--- src/cmp_route_pkg.sv ---
// Shared constants and types for the comparator option and pin routing block
package cmp_route_pkg;

  // ==========================================================================
  // Register byte offsets
  localparam logic [7:0] OFS_OPT_FIRST  = 8'h00;
  localparam logic [7:0] OFS_OPT_SECOND = 8'h04;
  localparam logic [7:0] OFS_POWER      = 8'h08;
  localparam logic [7:0] OFS_CMP_CTRL   = 8'h0C;
  localparam logic [7:0] OFS_PORT_DIR   = 8'h10;
  localparam logic [7:0] OFS_PORT_PULL  = 8'h14;
  localparam logic [7:0] OFS_PORT_SLEW  = 8'h18;
  localparam logic [7:0] OFS_PORT_DRIVE = 8'h1C;
  localparam logic [7:0] OFS_KBI_EN     = 8'h20;
  localparam logic [7:0] OFS_KBI_EDGE   = 8'h24;
  localparam logic [7:0] OFS_PORT_OUT   = 8'h28;
  localparam logic [7:0] OFS_PORT_IN    = 8'h2C;

  // ==========================================================================
  // Field positions
  localparam int BIT_DEBUG_PIN_EN  = 0;
  localparam int BIT_RESET_PIN_EN  = 1;
  localparam int BIT_IRQ_PIN_EN    = 2;
  localparam int BIT_IRQ_PULL_DIS  = 3;
  localparam int BIT_CAPTURE_SEL   = 0;
  localparam int BIT_IIC_LOC_SEL   = 1;
  localparam int BIT_BANDGAP_BUF   = 0;
  localparam int BIT_CMP_ENABLE    = 7;
  localparam int BIT_BANDGAP_SEL   = 6;
  localparam int BIT_CMP_FLAG      = 5;
  localparam int BIT_CMP_IE        = 4;
  localparam int BIT_CMP_OUT       = 3;
  localparam int BIT_CMP_PIN_EN    = 2;

  // ==========================================================================
  // Pin assignment within port A
  localparam int PIN_TIMER_CH0 = 0;
  localparam int PIN_IIC_SDA0  = 2;
  localparam int PIN_IIC_SCL0  = 3;
  localparam int PIN_DEBUG     = 4;
  localparam int PIN_IRQ_RESET = 5;
  localparam int PIN_IIC_SDA1  = 6;
  localparam int PIN_IIC_SCL1  = 7;

  // ==========================================================================
  // Reset values
  localparam logic [3:0] RST_OPT_FIRST  = 4'h1;
  localparam logic [1:0] RST_OPT_SECOND = 2'h0;
  localparam logic [7:0] RST_CMP_CTRL   = 8'h00;
  localparam logic [7:0] RST_PORT       = 8'h00;

  typedef enum logic [1:0] {
    MODE_FALL0  = 2'b00,
    MODE_RISE   = 2'b01,
    MODE_FALL2  = 2'b10,
    MODE_TOGGLE = 2'b11
  } cmp_mode_t;

endpackage : cmp_route_pkg

--- src/cmp_option_routing.sv ---
// Comparator option routing and port A pin multiplexing with an APB register file
`timescale 1ns/10ps

// What this block does
// - Debug enable clear disables debug and ICE
// - Capture select feeds comparator to channel 0
// - Capture select cuts timer channel 0 pin
// - IRQ pin has switchable pullup
// - Reset pin function forces integrated pullup
// - Debug pin function forces pullup on bit 4
// - IIC pins relocatable, default bits 2,3
// - Keyboard edge select turns pullup to pulldown
// - Input pins offer software pullup
// - Output pins offer slew and drive
// - Comparator pin driven only when enabled
// - Bandgap select picks positive comparator input
module cmp_option_routing
  import cmp_route_pkg::*;
(
  input  wire logic        sys_clk,        // Bus clock, 100 MHz
  input  wire logic        rst_n,          // Async reset, active low
  input  wire logic        psel,           // APB select
  input  wire logic        penable,        // APB enable
  input  wire logic        pwrite,         // APB write
  input  wire logic [7:0]  paddr,          // APB byte address
  input  wire logic [31:0] pwdata,         // APB write data
  output logic [31:0]      prdata,         // APB read data
  output logic             pready,         // APB ready
  output logic             pslverr,        // APB error, unmapped address
  input  wire logic        cmp_raw,        // Analog comparator result
  input  wire logic [7:0]  port_in,        // Pad input levels
  input  wire logic        tmr_ch0_out,    // Timer channel 0 output value
  input  wire logic        tmr_ch0_oe,     // Timer channel 0 drives pin
  input  wire logic        iic_enable,     // IIC module owns its pins
  input  wire logic        iic_sda_oe,     // IIC data pulls low
  input  wire logic        iic_scl_oe,     // IIC clock pulls low
  input  wire logic        dbg_out,        // Debug pin output value
  input  wire logic        dbg_oe,         // Debug pin output enable
  output logic             bandgap_select, // Positive input is reference
  output logic             bandgap_buffer, // Bandgap buffer enable
  output logic             debug_mode_en,  // Background debug allowed
  output logic             ice_en,         // In-circuit emulation allowed
  output logic             tmr_capture0_in,// Timer capture channel 0 input
  output logic             iic_sda_in,     // IIC data from selected pin
  output logic             iic_scl_in,     // IIC clock from selected pin
  output logic             irq_in,         // IRQ level from bit 5
  output logic             reset_pin_in,   // Reset level from bit 5
  output logic [7:0]       port_out,       // Pad output values
  output logic [7:0]       port_oe,        // Pad output enables
  output logic [7:0]       port_pullup,    // Pad pullups
  output logic [7:0]       port_pulldown,  // Pad pulldowns
  output logic [7:0]       port_slew,      // Pad slew limiting
  output logic [7:0]       port_drive      // Pad high drive
);

  // ==========================================================================
  // Registers
  logic [3:0] opt_first;
  logic [1:0] opt_second;
  logic       power_bgbuf;
  logic [7:0] cmp_ctrl;
  logic [7:0] port_dir;
  logic [7:0] port_pull;
  logic [7:0] port_slew_r;
  logic [7:0] port_drive_r;
  logic [7:0] kbi_en;
  logic [7:0] kbi_edge;
  logic [7:0] port_data;
  logic       cmp_flag;

  logic       cmp_out;
  logic       cmp_event;

  // ==========================================================================
  // APB decode
  wire setup_rd   = psel & ~penable;
  wire wr_commit  = psel & penable & pready & pwrite;
  wire hit_opt1   = paddr == OFS_OPT_FIRST;
  wire hit_opt2   = paddr == OFS_OPT_SECOND;
  wire hit_power  = paddr == OFS_POWER;
  wire hit_cmp    = paddr == OFS_CMP_CTRL;
  wire hit_dir    = paddr == OFS_PORT_DIR;
  wire hit_pull   = paddr == OFS_PORT_PULL;
  wire hit_slew   = paddr == OFS_PORT_SLEW;
  wire hit_drive  = paddr == OFS_PORT_DRIVE;
  wire hit_kbien  = paddr == OFS_KBI_EN;
  wire hit_kbiedg = paddr == OFS_KBI_EDGE;
  wire hit_out    = paddr == OFS_PORT_OUT;
  wire hit_in     = paddr == OFS_PORT_IN;
  wire mapped     = hit_opt1 | hit_opt2 | hit_power | hit_cmp | hit_dir | hit_pull
                  | hit_slew | hit_drive | hit_kbien | hit_kbiedg | hit_out | hit_in;
  wire flag_clr   = wr_commit & hit_cmp & pwdata[BIT_CMP_FLAG];

  wire debug_pin_en = opt_first[BIT_DEBUG_PIN_EN];
  wire reset_pin_en = opt_first[BIT_RESET_PIN_EN];
  wire irq_pin_en   = opt_first[BIT_IRQ_PIN_EN];
  wire irq_pull_dis = opt_first[BIT_IRQ_PULL_DIS];
  wire capture_sel  = opt_second[BIT_CAPTURE_SEL];
  wire iic_loc_sel  = opt_second[BIT_IIC_LOC_SEL];
  wire cmp_enable   = cmp_ctrl[BIT_CMP_ENABLE];
  wire cmp_pin_en   = cmp_ctrl[BIT_CMP_PIN_EN];

  wire [7:0] cmp_ctrl_rd = {cmp_ctrl[7:6], cmp_flag, cmp_ctrl[4], cmp_out, cmp_ctrl[2:0]};

  wire [31:0] rd_mux =
      hit_opt1   ? {28'h0000000, opt_first}    :
      hit_opt2   ? {30'h0, opt_second}         :
      hit_power  ? {31'h0, power_bgbuf}        :
      hit_cmp    ? {24'h000000, cmp_ctrl_rd}   :
      hit_dir    ? {24'h000000, port_dir}      :
      hit_pull   ? {24'h000000, port_pull}     :
      hit_slew   ? {24'h000000, port_slew_r}   :
      hit_drive  ? {24'h000000, port_drive_r}  :
      hit_kbien  ? {24'h000000, kbi_en}        :
      hit_kbiedg ? {24'h000000, kbi_edge}      :
      hit_out    ? {24'h000000, port_data}     :
      hit_in     ? {24'h000000, port_in}       : 32'h00000000;

  // One wait-free access phase: ready is raised in the cycle after setup
  always_ff @(posedge sys_clk or negedge rst_n) begin
    if (!rst_n) begin
      pready  <= 1'b0;
      pslverr <= 1'b0;
      prdata  <= 32'h00000000;
    end else begin
      pready  <= setup_rd;
      pslverr <= setup_rd & ~mapped;
      // Loaded at setup so it stands through the whole access phase
      if (setup_rd && !pwrite) begin
        prdata <= rd_mux;
      end
    end
  end

  // ==========================================================================
  // Register file
  always_ff @(posedge sys_clk or negedge rst_n) begin
    if (!rst_n) begin
      opt_first    <= RST_OPT_FIRST;
      opt_second   <= RST_OPT_SECOND;
      power_bgbuf  <= 1'b0;
      cmp_ctrl     <= RST_CMP_CTRL;
      port_dir     <= RST_PORT;
      port_pull    <= RST_PORT;
      port_slew_r  <= RST_PORT;
      port_drive_r <= RST_PORT;
      kbi_en       <= RST_PORT;
      kbi_edge     <= RST_PORT;
      port_data    <= RST_PORT;
    end else if (wr_commit) begin
      if (hit_opt1)   opt_first    <= pwdata[3:0];
      if (hit_opt2)   opt_second   <= pwdata[1:0];
      if (hit_power)  power_bgbuf  <= pwdata[BIT_BANDGAP_BUF];
      if (hit_cmp)    cmp_ctrl     <= {pwdata[7:6], 1'b0, pwdata[4], 1'b0, pwdata[2:0]};
      if (hit_dir)    port_dir     <= pwdata[7:0];
      if (hit_pull)   port_pull    <= pwdata[7:0];
      if (hit_slew)   port_slew_r  <= pwdata[7:0];
      if (hit_drive)  port_drive_r <= pwdata[7:0];
      if (hit_kbien)  kbi_en       <= pwdata[7:0];
      if (hit_kbiedg) kbi_edge     <= pwdata[7:0];
      if (hit_out)    port_data    <= pwdata[7:0];
    end
  end

  // Write-one-to-clear flag; a new event in the clearing cycle keeps it set
  always_ff @(posedge sys_clk or negedge rst_n) begin
    if (!rst_n) begin
      cmp_flag <= 1'b0;
    end else begin
      cmp_flag <= cmp_event | (cmp_flag & ~flag_clr);
    end
  end

  cmp_event_detect u_event (
    .sys_clk (sys_clk),
    .rst_n   (rst_n),
    .enable  (cmp_enable),
    .cmp_raw (cmp_raw),
    .mode    (cmp_mode_t'(cmp_ctrl[1:0])),
    .cmp_out (cmp_out),
    .event_p (cmp_event)
  );

  // ==========================================================================
  // Alternate function selection per pin
  logic [7:0] alt_sel;
  logic [7:0] alt_out;
  logic [7:0] alt_oe;
  logic [7:0] force_pu;
  logic [7:0] isolate;

  wire iic_at_low  = iic_enable & ~iic_loc_sel;
  wire iic_at_high = iic_enable & iic_loc_sel;
  wire cmp_pin_act = cmp_pin_en & ~debug_pin_en;
  wire bit5_func   = reset_pin_en | irq_pin_en;

  assign alt_sel = {iic_at_high, iic_at_high, bit5_func, debug_pin_en | cmp_pin_act,
                    iic_at_low, iic_at_low, 1'b0, tmr_ch0_oe};
  // Open-drain IIC lines only ever pull low
  assign alt_out = {1'b0, 1'b0, 1'b0, debug_pin_en ? dbg_out : cmp_out,
                    1'b0, 1'b0, 1'b0, tmr_ch0_out};
  assign alt_oe  = {iic_scl_oe, iic_sda_oe, 1'b0, debug_pin_en ? dbg_oe : 1'b1,
                    iic_scl_oe, iic_sda_oe, 1'b0, 1'b1};
  // Debug pin pullup on bit 4
  assign force_pu = {2'b00, reset_pin_en | (irq_pin_en & ~irq_pull_dis),
                     debug_pin_en, 4'h0};
  assign isolate  = {7'h00, capture_sel};

  genvar gi;
  generate
    for (gi = 0; gi < 8; gi++) begin : g_pad
      pin_pad_cfg u_pad (
        .sys_clk      (sys_clk),
        .rst_n        (rst_n),
        .dir          (port_dir[gi]),
        .sw_out       (port_data[gi]),
        .sw_pullup    (port_pull[gi]),
        .slew_en      (port_slew_r[gi]),
        .drive_hi     (port_drive_r[gi]),
        .kbi_en       (kbi_en[gi]),
        .kbi_edge     (kbi_edge[gi]),
        .alt_sel      (alt_sel[gi]),
        .alt_out      (alt_out[gi]),
        .alt_oe       (alt_oe[gi]),
        .force_pullup (force_pu[gi]),
        .isolate      (isolate[gi]),
        .pad_out      (port_out[gi]),
        .pad_oe       (port_oe[gi]),
        .pad_pullup   (port_pullup[gi]),
        .pad_pulldown (port_pulldown[gi]),
        .pad_slew     (port_slew[gi]),
        .pad_drive    (port_drive[gi])
      );
    end
  endgenerate

  // ==========================================================================
  // Function inputs and option outputs
  // IIC location select
  wire next_sda = iic_loc_sel ? port_in[PIN_IIC_SDA1] : port_in[PIN_IIC_SDA0];
  wire next_scl = iic_loc_sel ? port_in[PIN_IIC_SCL1] : port_in[PIN_IIC_SCL0];
  wire next_cap = capture_sel ? cmp_out : port_in[PIN_TIMER_CH0];

  always_ff @(posedge sys_clk or negedge rst_n) begin
    if (!rst_n) begin
      bandgap_select  <= 1'b0;
      bandgap_buffer  <= 1'b0;
      debug_mode_en   <= 1'b1;
      ice_en          <= 1'b1;
      tmr_capture0_in <= 1'b0;
      iic_sda_in      <= 1'b1;
      iic_scl_in      <= 1'b1;
      irq_in          <= 1'b1;
      reset_pin_in    <= 1'b1;
    end else begin
      bandgap_select  <= cmp_ctrl[BIT_BANDGAP_SEL];
      bandgap_buffer  <= power_bgbuf;
      // Debug and ICE follow pin enable
      debug_mode_en   <= debug_pin_en;
      ice_en          <= debug_pin_en;
      tmr_capture0_in <= next_cap;
      iic_sda_in      <= next_sda;
      iic_scl_in      <= next_scl;
      // Unused pin functions see their inactive high level
      irq_in          <= irq_pin_en ? port_in[PIN_IRQ_RESET] : 1'b1;
      reset_pin_in    <= reset_pin_en ? port_in[PIN_IRQ_RESET] : 1'b1;
    end
  end
endmodule : cmp_option_routing

--- src/cmp_event_detect.sv ---
// Comparator output sampling and compare event detection
`timescale 1ns/10ps
module cmp_event_detect
  import cmp_route_pkg::*;
(
  input  wire logic      sys_clk,  // Bus clock
  input  wire logic      rst_n,    // Async reset, active low
  input  wire logic      enable,   // Comparator enabled
  input  wire logic      cmp_raw,  // Comparator result
  input  wire cmp_mode_t mode,     // Event type
  output logic           cmp_out,  // Gated comparator output
  output logic           event_p   // One-cycle compare event
);

  logic next_out;
  logic rise;
  logic fall;

  // Output reads zero while disabled, so enabling with the result high gives a rising edge
  assign next_out = enable & cmp_raw;
  assign rise     = next_out & ~cmp_out;
  assign fall     = ~next_out & cmp_out;

  always_ff @(posedge sys_clk or negedge rst_n) begin
    if (!rst_n) begin
      cmp_out <= 1'b0;
      event_p <= 1'b0;
    end else begin
      cmp_out <= next_out;
      case (mode)
        MODE_RISE:   event_p <= enable & rise;
        MODE_TOGGLE: event_p <= enable & (rise | fall);
        default:     event_p <= enable & fall;
      endcase
    end
  end

endmodule : cmp_event_detect

--- src/pin_pad_cfg.sv ---
// Per-pin pad control: direction, alternate function, pulls, slew, drive
`timescale 1ns/10ps
module pin_pad_cfg (
  input  wire logic sys_clk,      // Bus clock
  input  wire logic rst_n,        // Async reset, active low
  input  wire logic dir,          // 1 = software output
  input  wire logic sw_out,       // Software output value
  input  wire logic sw_pullup,    // Software pull enable
  input  wire logic slew_en,      // Slew limiting
  input  wire logic drive_hi,     // High drive strength
  input  wire logic kbi_en,       // Keyboard interrupt on this pin
  input  wire logic kbi_edge,     // Keyboard edge select
  input  wire logic alt_sel,      // Alternate function owns the pin
  input  wire logic alt_out,      // Alternate output value
  input  wire logic alt_oe,       // Alternate output enable
  input  wire logic force_pullup, // Integrated pullup request
  input  wire logic isolate,      // Pin cut off from the outside
  output logic      pad_out,      // Pad output value
  output logic      pad_oe,       // Pad output enable
  output logic      pad_pullup,   // Pullup on
  output logic      pad_pulldown, // Pulldown on
  output logic      pad_slew,     // Slew limiting on
  output logic      pad_drive     // High drive on
);

  logic next_oe;
  logic next_pd;
  logic next_pu;

  assign next_oe = ~isolate & (alt_sel ? alt_oe : dir);
  assign next_pd = ~isolate & ~force_pullup & kbi_en & sw_pullup & kbi_edge & ~next_oe;
  assign next_pu = ~isolate & ~next_pd
                 & (force_pullup | (~alt_sel & ~dir & sw_pullup) | (kbi_en & sw_pullup));

  always_ff @(posedge sys_clk or negedge rst_n) begin
    if (!rst_n) begin
      pad_out      <= 1'b0;
      pad_oe       <= 1'b0;
      pad_pullup   <= 1'b0;
      pad_pulldown <= 1'b0;
      pad_slew     <= 1'b0;
      pad_drive    <= 1'b0;
    end else begin
      pad_out      <= alt_sel ? alt_out : sw_out;
      pad_oe       <= next_oe;
      pad_pullup   <= next_pu;
      pad_pulldown <= next_pd;
      pad_slew     <= next_oe & slew_en;
      pad_drive    <= next_oe & drive_hi;
    end
  end

endmodule : pin_pad_cfg

--- config.mk ---
export PLATFORM = sky130hd
export DESIGN_NAME = cmp_option_routing
export DESIGN_NICKNAME = d
export VERILOG_FILES = /design/src/cmp_route_pkg.sv /design/src/cmp_option_routing.sv /design/src/cmp_event_detect.sv /design/src/pin_pad_cfg.sv
export SDC_FILE = /design/constraint.sdc
export NUM_CORES = 1
export LEC_CHECK = 0
export ABC_AREA = 1
export ABC_CLOCK_PERIOD_IN_PS = 2300
export BUFFER_PORTS_ARGS = -buffer_cell sky130_fd_sc_hd__clkbuf_2
export CORE_ASPECT_RATIO = 1.75
export CORE_MARGIN = 2
export CORE_UTILIZATION = 58
export DETAILED_ROUTE_END_ITERATION = 10
export PLACE_DENSITY = 0.85
export SYNTH_ARGS = -nofsm -noshare
export SYNTH_HDL_FRONTEND = slang
export SYNTH_HIERARCHICAL = 1
export SYNTH_SLANG_ARGS = --single-unit
--- constraint.sdc ---
create_clock -name sys_clk -period 2.3 [get_ports sys_clk]
set_input_delay 0.115 -clock sys_clk [delete_from_list [all_inputs] [get_ports sys_clk]]
set_output_delay 0.115 -clock sys_clk [all_outputs]
set_load 0.005 [all_outputs]
==> flow_summary.toml, run 1 <==
[grt]
grt.met3_usage_pct = 6.62
met1_usage_pct = 31.7
grt_max_degree = 79
grt_overflow_total = 0
antenna_found_initial = 0
gr-usage-met2_pct = 49.2
grt_pass1_vias = 5391
gr-usage-all-layers_pct = 28.0
grt_pass1_wl_mm = 26.2
grt_busiest_layer = "met2"

[sta]
rsz0062_at_grt = "no"
hold_viol_final = 0
setup_ws_ns = 0.719
finalCriticalPeriod_ns = 1.58
worst_pin_slew_ns = 0.717
maxSlewHeadroom_pct = 52.2
fmax_ghz = 0.632
fin_crit_sh_pct = 68.7
finalMaxSlewViolations = 0
fin_tns_setup_ns = 0
finClkSkew_ns = 0.00446
setup_violations = 0

[synth]
synthDistinctLibCells = 38
syn_inst = 767
avgSynthCellArea_sq_um = 8.54
synth_seq_cells = 138
synthArstFlopShare_pct = 100
synth_edf_count = 0
yosysWarningCount = 6
seq_area_frac_synth_pct = 52.8
netlist_area_sq_um = 6550
synth_ff_type = "dfrtp_1"

[critical_path]
cp_top_family = "simple AND/OR/NAND/NOR gates"
rrSetupSlack_ns = 0.72
cp_max_fo = 16
required_ns = 2.58
max_stage_delay_ns = 0.40
critPathCaptureType = "register"
path_class = "register to register"
r2r_start = "pready"
reg2reg_depth = 6
crit_top_cell = "nand2_1"
crit_arrival_ns = 1.86
crit_path_top_delay_cell = "nand2_1"
cp-start-kind = "register"
crit_buf_inv = 1
r2r_end = "port_dir[4]"
path_cells = "nand2_1 -> nor2_1 -> buf_4 -> nand2_1 -> nand2_1 -> o21ai_0"

[clocking]
ctsResizeCount = 0
cts_buffers = 17
cts_root_buf = "clkbuf_16"
clkLatencyLatePin_ns = 0.42
clk_pin_slew_ns = 0.06
htree_levels = 4
cts_buffer_depth = 2
clock-sinks = 138
cts_tree = "done"

[drt]
dr.pass1.iters = 7
antenna_left = 0
wl_per_cell_um = 15.2
detail_route.iter0.violations = 542
drc = 0
vias = 5619
viasPerCell = 5.24
wirelength_mm = 16.3

[floorplan]
die_w_um = 84.3
die_area_sq_um = 12200
coreArea_sq_um = 11000
row_count = 51
ios = 152
die_y_um = 145
start_util_pct = 59.3

[cells_and_area]
nets = 990
stdcell_count = 1072
fillers = 809
n_antenna_cell = 0
area_growth_pct = 22.5
drive_above_1_share_pct = 26.1

[min_path]
min_from = "iic_sda_oe"
worstHoldEndpoint = "g_pad[6].u_pad/pad_oe"
hold_depth = 5
worstHoldPathType = "input port to register"

[outcome]
status = "finished clean"

[placed_design]
dpl.cell_count = 1028
place.gp.congestion = 0.895
pre_cts_ws_ns = 0.537
port_buffers = 103
dp_hpwl_mm = 11.3

[power_and_ir_drop]
power_density_nw_per_um2 = 710
peakVddDrop_v = 0.000640
leakage_nw = 4.08
p_total_w = 0.00570

[job]
cap_violations = 0
==> registers in the layout, indices dropped and copies added, names as in the netlist, 4 cells and up <==
| name | count |
|---|---|
| g_pad.u_pad/pad_drive | 8 |
| g_pad.u_pad/pad_oe | 8 |
| g_pad.u_pad/pad_out | 8 |
| g_pad.u_pad/pad_pulldown | 8 |
| g_pad.u_pad/pad_pullup | 8 |
| g_pad.u_pad/pad_slew | 8 |
| kbi_edge | 8 |
| kbi_en | 8 |
| port_data | 8 |
| port_dir | 8 |
| port_drive_r | 8 |
| port_pull | 8 |
| port_slew_r | 8 |
| prdata | 8 |
| cmp_ctrl | 6 |
| opt_first | 4 |
==> timing repair <==
action | 4_1_cts | 5_1_grt
setup buffers | 0 | 0
endpoints found under the hold margin | 80 | 0
endpoints found under the setup margin | 0 | 0
hold buffers | 12 | 0
==> worst max-delay path by stage <==
stage	from	to	slack [ns]	depth (start not counted)
floorplan	opt_first[0]	g_pad[4].u_pad/pad_pullup	0.98	8
global placement	paddr[6]	prdata[2]	0.64	12
detailed placement	paddr[1]	prdata[5]	0.54	11
CTS	pready	port_dir[4]	0.76	6
global route	pready	port_dir[4]	0.61	6
finish	pready	port_dir[4]	0.72	6
==> cells in the final DEF, fill, tap and decap left out, drive strengths merged, types with 2 or more instances in the layout <==
master       netlist  routed
a21oi             29      29
conb               2      55
nand3             29      29
mux2              10      10
dlygate4sd3        0      12
nor3               3       3
nand4              8       8
dfstp              6       6
buf               35      11
dfrtp            132     132
inv               94      95
clkinv             9      12
or2                4       4
clkinvlp           0       2
nor2              92      92
a21boi             2       2
clkbuf             2     124
nand2            222     222
bufinv             0       4
o21ai             80      80
ha                 2       2
==> cell usage after synthesis (13+ instances only) <==
cell	instances	area, sq um
a21oi_1	27	135
buf_4	26	195
dfrtp_1	132	3300
inv_1	73	274
inv_2	20	75.1
nand2_1	208	781
nand2_2	13	81.3
nand3_1	27	135
nor2_1	49	184
nor2_2	27	169
nor2_4	14	158
o21ai_0	69	345
==> cells by family (layout without fill, tap and decap cells) <==
| logic type | count (synthesis) | count (layout) | share of synthesized area [%] |
|---|---|---|---|
| other | 2 | 55 | 0.115 |
| AOI/OAI and AO/OA | 115 | 115 | 9.21 |
| adders and majority gates | 2 | 2 | 0.382 |
| buffers and inverters | 140 | 260 | 9.95 |
| DFF | 138 | 138 | 52.8 |
| and+or+nand+nor | 360 | 360 | 25.8 |
| muxes | 10 | 10 | 1.72 |
==> worst min-delay path: cells and delay by family <==
family        cells  cell delay [ns]
buf+inv           2             0.13
simple gates      3             0.18
==> per-layer routing <==
| metal | vias to the layer above | wire length, um |
|---|---|---|
| li1 | 2638 | - |
| met1 | 2614 | 5820 |
| met2 | 305 | 8590 |
| met3 | 62 | 1140 |
| met4 | 0 | 727 |
| met5 | - | 0 |
==> layout make-up <==
class | count | area [sq um] | share of cell area, %
multi-input cells | 542 | 2640 | 32.8
flip-flops and latches | 138 | 3460 | 43.1
clock inverters | 10 | 166 | 2.07
repair buffers | 125 | 742 | 9.24
well taps | 132 | 165 | 2.06
clock buffers | 22 | 464 | 5.78
inverters | 103 | 392 | 4.88
==> stage by stage <==
step | area (sq um) | hold slack (ns) | util, %
final | 8030 | 0.0366 | 72.7
after global routing | 8030 | 0.0612 | 72.7
after CTS | 8030 | 0.0344 | 72.7
after detailed placement | 7280 | 0.195 | 65.9
after global placement | 7280 | 0.185 | 65.9
after floorplan | 6750 | -0.181 | -
==> power breakdown <==
part	total, W	leakage, nW	switching (W)	internal (W)
sequential	0.00248	1.88	0.0000147	0.00246
clock	0.00290	0.301	0.00102	0.00188
combinational	0.000321	1.90	0.000207	0.000114
Power figures use the tool's default switching activity.
==> run 2: changes to the inputs <==
Settings changed: ABC_CLOCK_PERIOD_IN_PS 2300 to 1500, CORE_UTILIZATION 58 to 54, PLACE_DENSITY 0.85 to 0.8.
Clock period 2.3 ns to 1.5 ns, I/O delays scaled along.
==> run 2 against run 1 <==
  * Sequential power rose by 53%
  * Global-route usage fell by 0.95 points
  * First-iteration DRC count fell by 12%
  * Cell count rose by 2.3%
  * Power rose by 50%
  * Cell area rose by 1.9%
  * Routed wire length rose by 2.2%
  * Die area rose by 7.1%
  * Largest cell class unchanged
==> flow_summary.toml, run 2 (synthesis results as in run 1) <==
[job]
cap_violations = 0

[drt]
dr.pass1.iters = 5
detail_route.iter0.violations = 475
antenna_left = 0
viasPerCell = 5.23
vias = 5735
wirelength_mm = 16.6
wl_per_cell_um = 15.2
drc = 0

[cells_and_area]
stdcell_count = 1097
nets = 1010
layout_commonest_cell = "nand2_1"
n_antenna_cell = 0
area_growth_pct = 24.9
fillers = 949
drive_above_1_share_pct = 27.8
final_cell_mix = "nand2_1, dfrtp_1, clkbuf_2"

[sta]
finalCriticalPeriod_ns = 1.41
fin_crit_sh_pct = 94.1
finClkSkew_ns = 0.00498
timing.hold.ws_ns = 0.0123
fin_tns_setup_ns = 0
setup_violations = 0
hold_viol_final = 0
rsz0062_at_grt = "no"
fmax_ghz = 0.709
finalMaxSlewViolations = 0

[clocking]
cts_root_buf = "clkbuf_16"
clock-sinks = 138
clk_pin_slew_ns = 0.06
cts_tree = "done"
cts_buffer_depth = 2
htree_levels = 4
cts_buffers = 17
clkLatencyLatePin_ns = 0.41

[placed_design]
dpl.cell_count = 1053
place.gp.congestion = 0.920
dp_hpwl_mm = 11.9
port_buffers = 103

[floorplan]
start_util_pct = 54.9
die_w_um = 87.3
die_y_um = 150
coreArea_sq_um = 11900
row_count = 53
die_area_sq_um = 13100
ios = 152

[grt]
grt_pass1_vias = 5673
grt_overflow_total = 0
grt_max_degree = 46
gr-usage-all-layers_pct = 27.1
antenna_found_initial = 0
grt_pass1_wl_mm = 26.8

[power_and_ir_drop]
power_density_nw_per_um2 = 1040
peakVddDrop_v = 0.000824
p_total_w = 0.00854
leakage_nw = 4.17

[outcome]
status = "finished clean"

[critical_path]
critPathCaptureType = "register"
path_class = "register to register"
required_ns = 1.80
crit_arrival_ns = 1.71
cp_max_fo = 13
cp-start-kind = "register"

[min_path]
worstHoldPathType = "input port to register"
run 2: power by group:
part	internal (W)	switching (W)	total [W]
Clock	0.00262	0.00161	0.00423
Sequential	0.00377	0.0000239	0.00380
Combinational	0.000190	0.000323	0.000513
Total	0.00659	0.00196	0.00854
run 2: path summary, 6_finish.rpt:
path	depth (start not counted)	endpoint	slack (ns)	startpoint
worst max-delay path	6	cmp_flag	0.09	pready
worst min-delay path	3	g_pad[0].u_pad/pad_oe	0.01	tmr_ch0_oe
worst max register to register	6	cmp_flag	0.09	pready
worst min register to register	0	bandgap_buffer	0.43	power_bgbuf
max in group asynchronous	3	irq_in	0.79	rst_n
min in group asynchronous	2	g_pad[3].u_pad/pad_oe	0.12	rst_n
run 2: per-stage QoR:
step	setup slack (ns)	util, %	cell area, sq um
6_report	0.0892	68.5	8180
5_1_grt	0.00682	68.5	8180
4_1_cts	0.0848	68.5	8180
3_5_place_dp	-0.102	62.5	7460
3_3_place_gp	-0.0585	62.5	7460
2_1_floorplan	0.178	-	6750
run 2: cell type report:
cell class / count / area [sq um] / share of cell area (%)
clock buffers: 18 / 429 / 5.25
well taps: 137 / 171 / 2.10
clock inverters: 14 / 171 / 2.10
flip-flops and latches: 138 / 3460 / 42.3
repair buffers: 145 / 917 / 11.2
inverters: 103 / 392 / 4.79
multi-input cells: 542 / 2640 / 32.2
run 2: layer usage:
layer	share of wire [%]	wire length (um)	global-route usage (%)	vias to the layer above
met1	35	5900	28.9	2675
met4	5.4	902	16.4	0
met3	6.2	1030	5.57	79
met5	0	0	0	-
met2	53	8800	47.7	291
li1	-	-	-	2690
run 2: critical path: stages, from the launching register on:
cell and delay, ns:
dfrtp_1 0.35, nand2_1 0.05, nor2_1 0.16, buf_12 0.17, nand2_1 0.24, o21ai_0 0.25
nand2_1 0.06
run 2: timing repair:
action                                 4_1_cts  5_1_grt
endpoints found under the hold margin      140        0
buffers inserted                             0        0
hold buffers                                12        0
resized for setup                            0        0
==> run 3: changes to the inputs <==
Settings changed: CORE_ASPECT_RATIO 1.75 to 0.6.
==> run 3 against run 2 <==
  * Clock power up 13%
  * Combinational power up 2%
  * Cell area up 2.0%
  * Setup slack better by 0.011 ns
  * Worst hold slack about the same
  * Clock-buffer cell count up 3
  * Critical endpoint is now prdata[7]
  * Cell count up 3.3%
  * Register-to-register slack better by 0.06 ns
==> flow_summary.toml, run 3 (synthesis results as in run 1) <==
[drt]
vias = 5728
wl_per_cell_um = 15.4
wirelength_mm = 17.4
drc = 0
antenna_left = 0
viasPerCell = 5.06
detail_route.iter0.violations = 513
dr.pass1.iters = 5

[floorplan]
die_y_um = 89.3
die_w_um = 146
die_area_sq_um = 13100
ios = 152
coreArea_sq_um = 11900
start_util_pct = 54.8
row_count = 31

[grt]
grt_pass1_wl_mm = 27.5
met1_usage_pct = 38.2
gr-usage-all-layers_pct = 28.1
grt_overflow_total = 0
grt_pass1_vias = 5337
grt_max_degree = 42
grt.met3_usage_pct = 9.49
antenna_found_initial = 0
grt_busiest_layer = "met2"
gr-usage-met2_pct = 44.7

[cells_and_area]
multiInputGateArea_sq_um = 2640
area_growth_pct = 27.3
regArea_sq_um = 3460
fillers = 922
layout_commonest_cell = "nand2_1"
final_cell_mix = "nand2_1, dfrtp_1, clkbuf_2"
nets = 1018
n_antenna_cell = 0
drive_above_1_share_pct = 28.2

[sta]
finClkSkew_ns = 0.00644
fin_crit_sh_pct = 93.3
fin_tns_setup_ns = 0
finalMaxSlewViolations = 0
timing.hold.ws_ns = 0.0120
rsz0062_at_grt = "no"
setup_ws_ns = 0.100
setup_violations = 0
finalCriticalPeriod_ns = 1.40
hold_viol_final = 0
fmax_ghz = 0.715

[power_and_ir_drop]
peakVddDrop_v = 0.000910
power_density_nw_per_um2 = 1090
leakage_nw = 4.24
p_total_w = 0.00909

[critical_path]
crit_arrival_ns = 1.71
crit_path_top_delay_cell = "dlygate4sd3_1"
cp_max_fo = 6
cp-start-kind = "input port"
critPathCaptureType = "register"
required_ns = 1.81
path_class = "input port to register"
max_stage_delay_ns = 0.53
path_cells = "dlygate4sd3_1 -> clkbuf_2 -> nor2_1 -> inv_1 -> nor2_1 -> clkinv_1 -> buf_4 -> nand2_1 -> nand2_1"

[placed_design]
port_buffers = 103
dp_hpwl_mm = 12.2
place.gp.congestion = 0.981
pre_cts_ws_ns = -0.0642

[min_path]
worstHoldPathType = "input port to register"

[clocking]
cts_buffers = 17
cts_root_buf = "clkbuf_16"
cts_setup_buffers = 0
clk_pin_slew_ns = 0.06
htree_levels = 4
cts_tree = "done"
cts_buffer_depth = 2
clkLatencyLatePin_ns = 0.42
clock-sinks = 138

[outcome]
status = "finished clean"

[job]
cap_violations = 0
==> run 3: cell types whose count changed in the layout (fill, tap and decap cells not counted), sizes merged <==
cell and change:
clkinvlp -2, inv -1, buf +6, clkinv -3
clkbuf +3, dlygate4sd3 +2, bufinv +3
==> run 3: stage by stage <==
stage / instances / cell area, sq um / util [%]
global placement: 1087 / 7520 / 63.0
floorplan: 820 / 6750 / -
detailed placement: 1087 / 7520 / 63.0
CTS: 1133 / 8330 / 69.7
global route: 1133 / 8340 / 69.8
finish: 1133 / 8340 / 69.8
==> run 3: repair_timing <==
item	4_1_cts	5_1_grt
setup endpoints to repair	0	8
resized for setup	0	3
hold buffers	14	0
endpoints found under the hold margin	146	0
==> run 3: cell type report <==
class | count | area share, %
clock buffer | 21 | 5.40
multi-input combinational | 542 | 31.7
timing repair buffer | 153 | 11.6
inverter | 103 | 4.70
sequential | 138 | 41.5
clock inverter | 11 | 2.60
tap | 165 | 2.48
==> run 3: path summary, 6_finish.rpt <==
path | from | endpoint | slack (ns) | cells past startpoint
worst max-delay path | penable | prdata[7] | 0.10 | 9
worst min-delay path | tmr_ch0_oe | g_pad[0].u_pad/pad_oe | 0.01 | 3
max in group asynchronous | rst_n | reset_pin_in | 0.72 | 3
worst max register to register | pready | port_slew_r[5] | 0.15 | 6
min in group asynchronous | rst_n | g_pad[2].u_pad/pad_pulldown | 0.13 | 2
worst min register to register | cmp_ctrl[6] | bandgap_select | 0.43 | 0
==> run 3: report_power, final <==
part | internal, W | total, W | switching (W)
sequential | 0.00377 | 0.00380 | 0.0000254
combinational | 0.000192 | 0.000523 | 0.000332
clock | 0.00317 | 0.00477 | 0.00160
total | 0.00713 | 0.00909 | 0.00196
==> run 3: critical path: cells and delay by family <==
family	cells	cell delay, ns
AND/OR/NAND/NOR	4	0.43
buffers and inverters	5	1.21
==> run 3: layer usage <==
metal / wire [um] / vias up
met1: 7520 / 2707
met2: 7870 / 294
met5: 0 / -
met3: 1850 / 24
met4: 167 / 0
li1: - / 2703
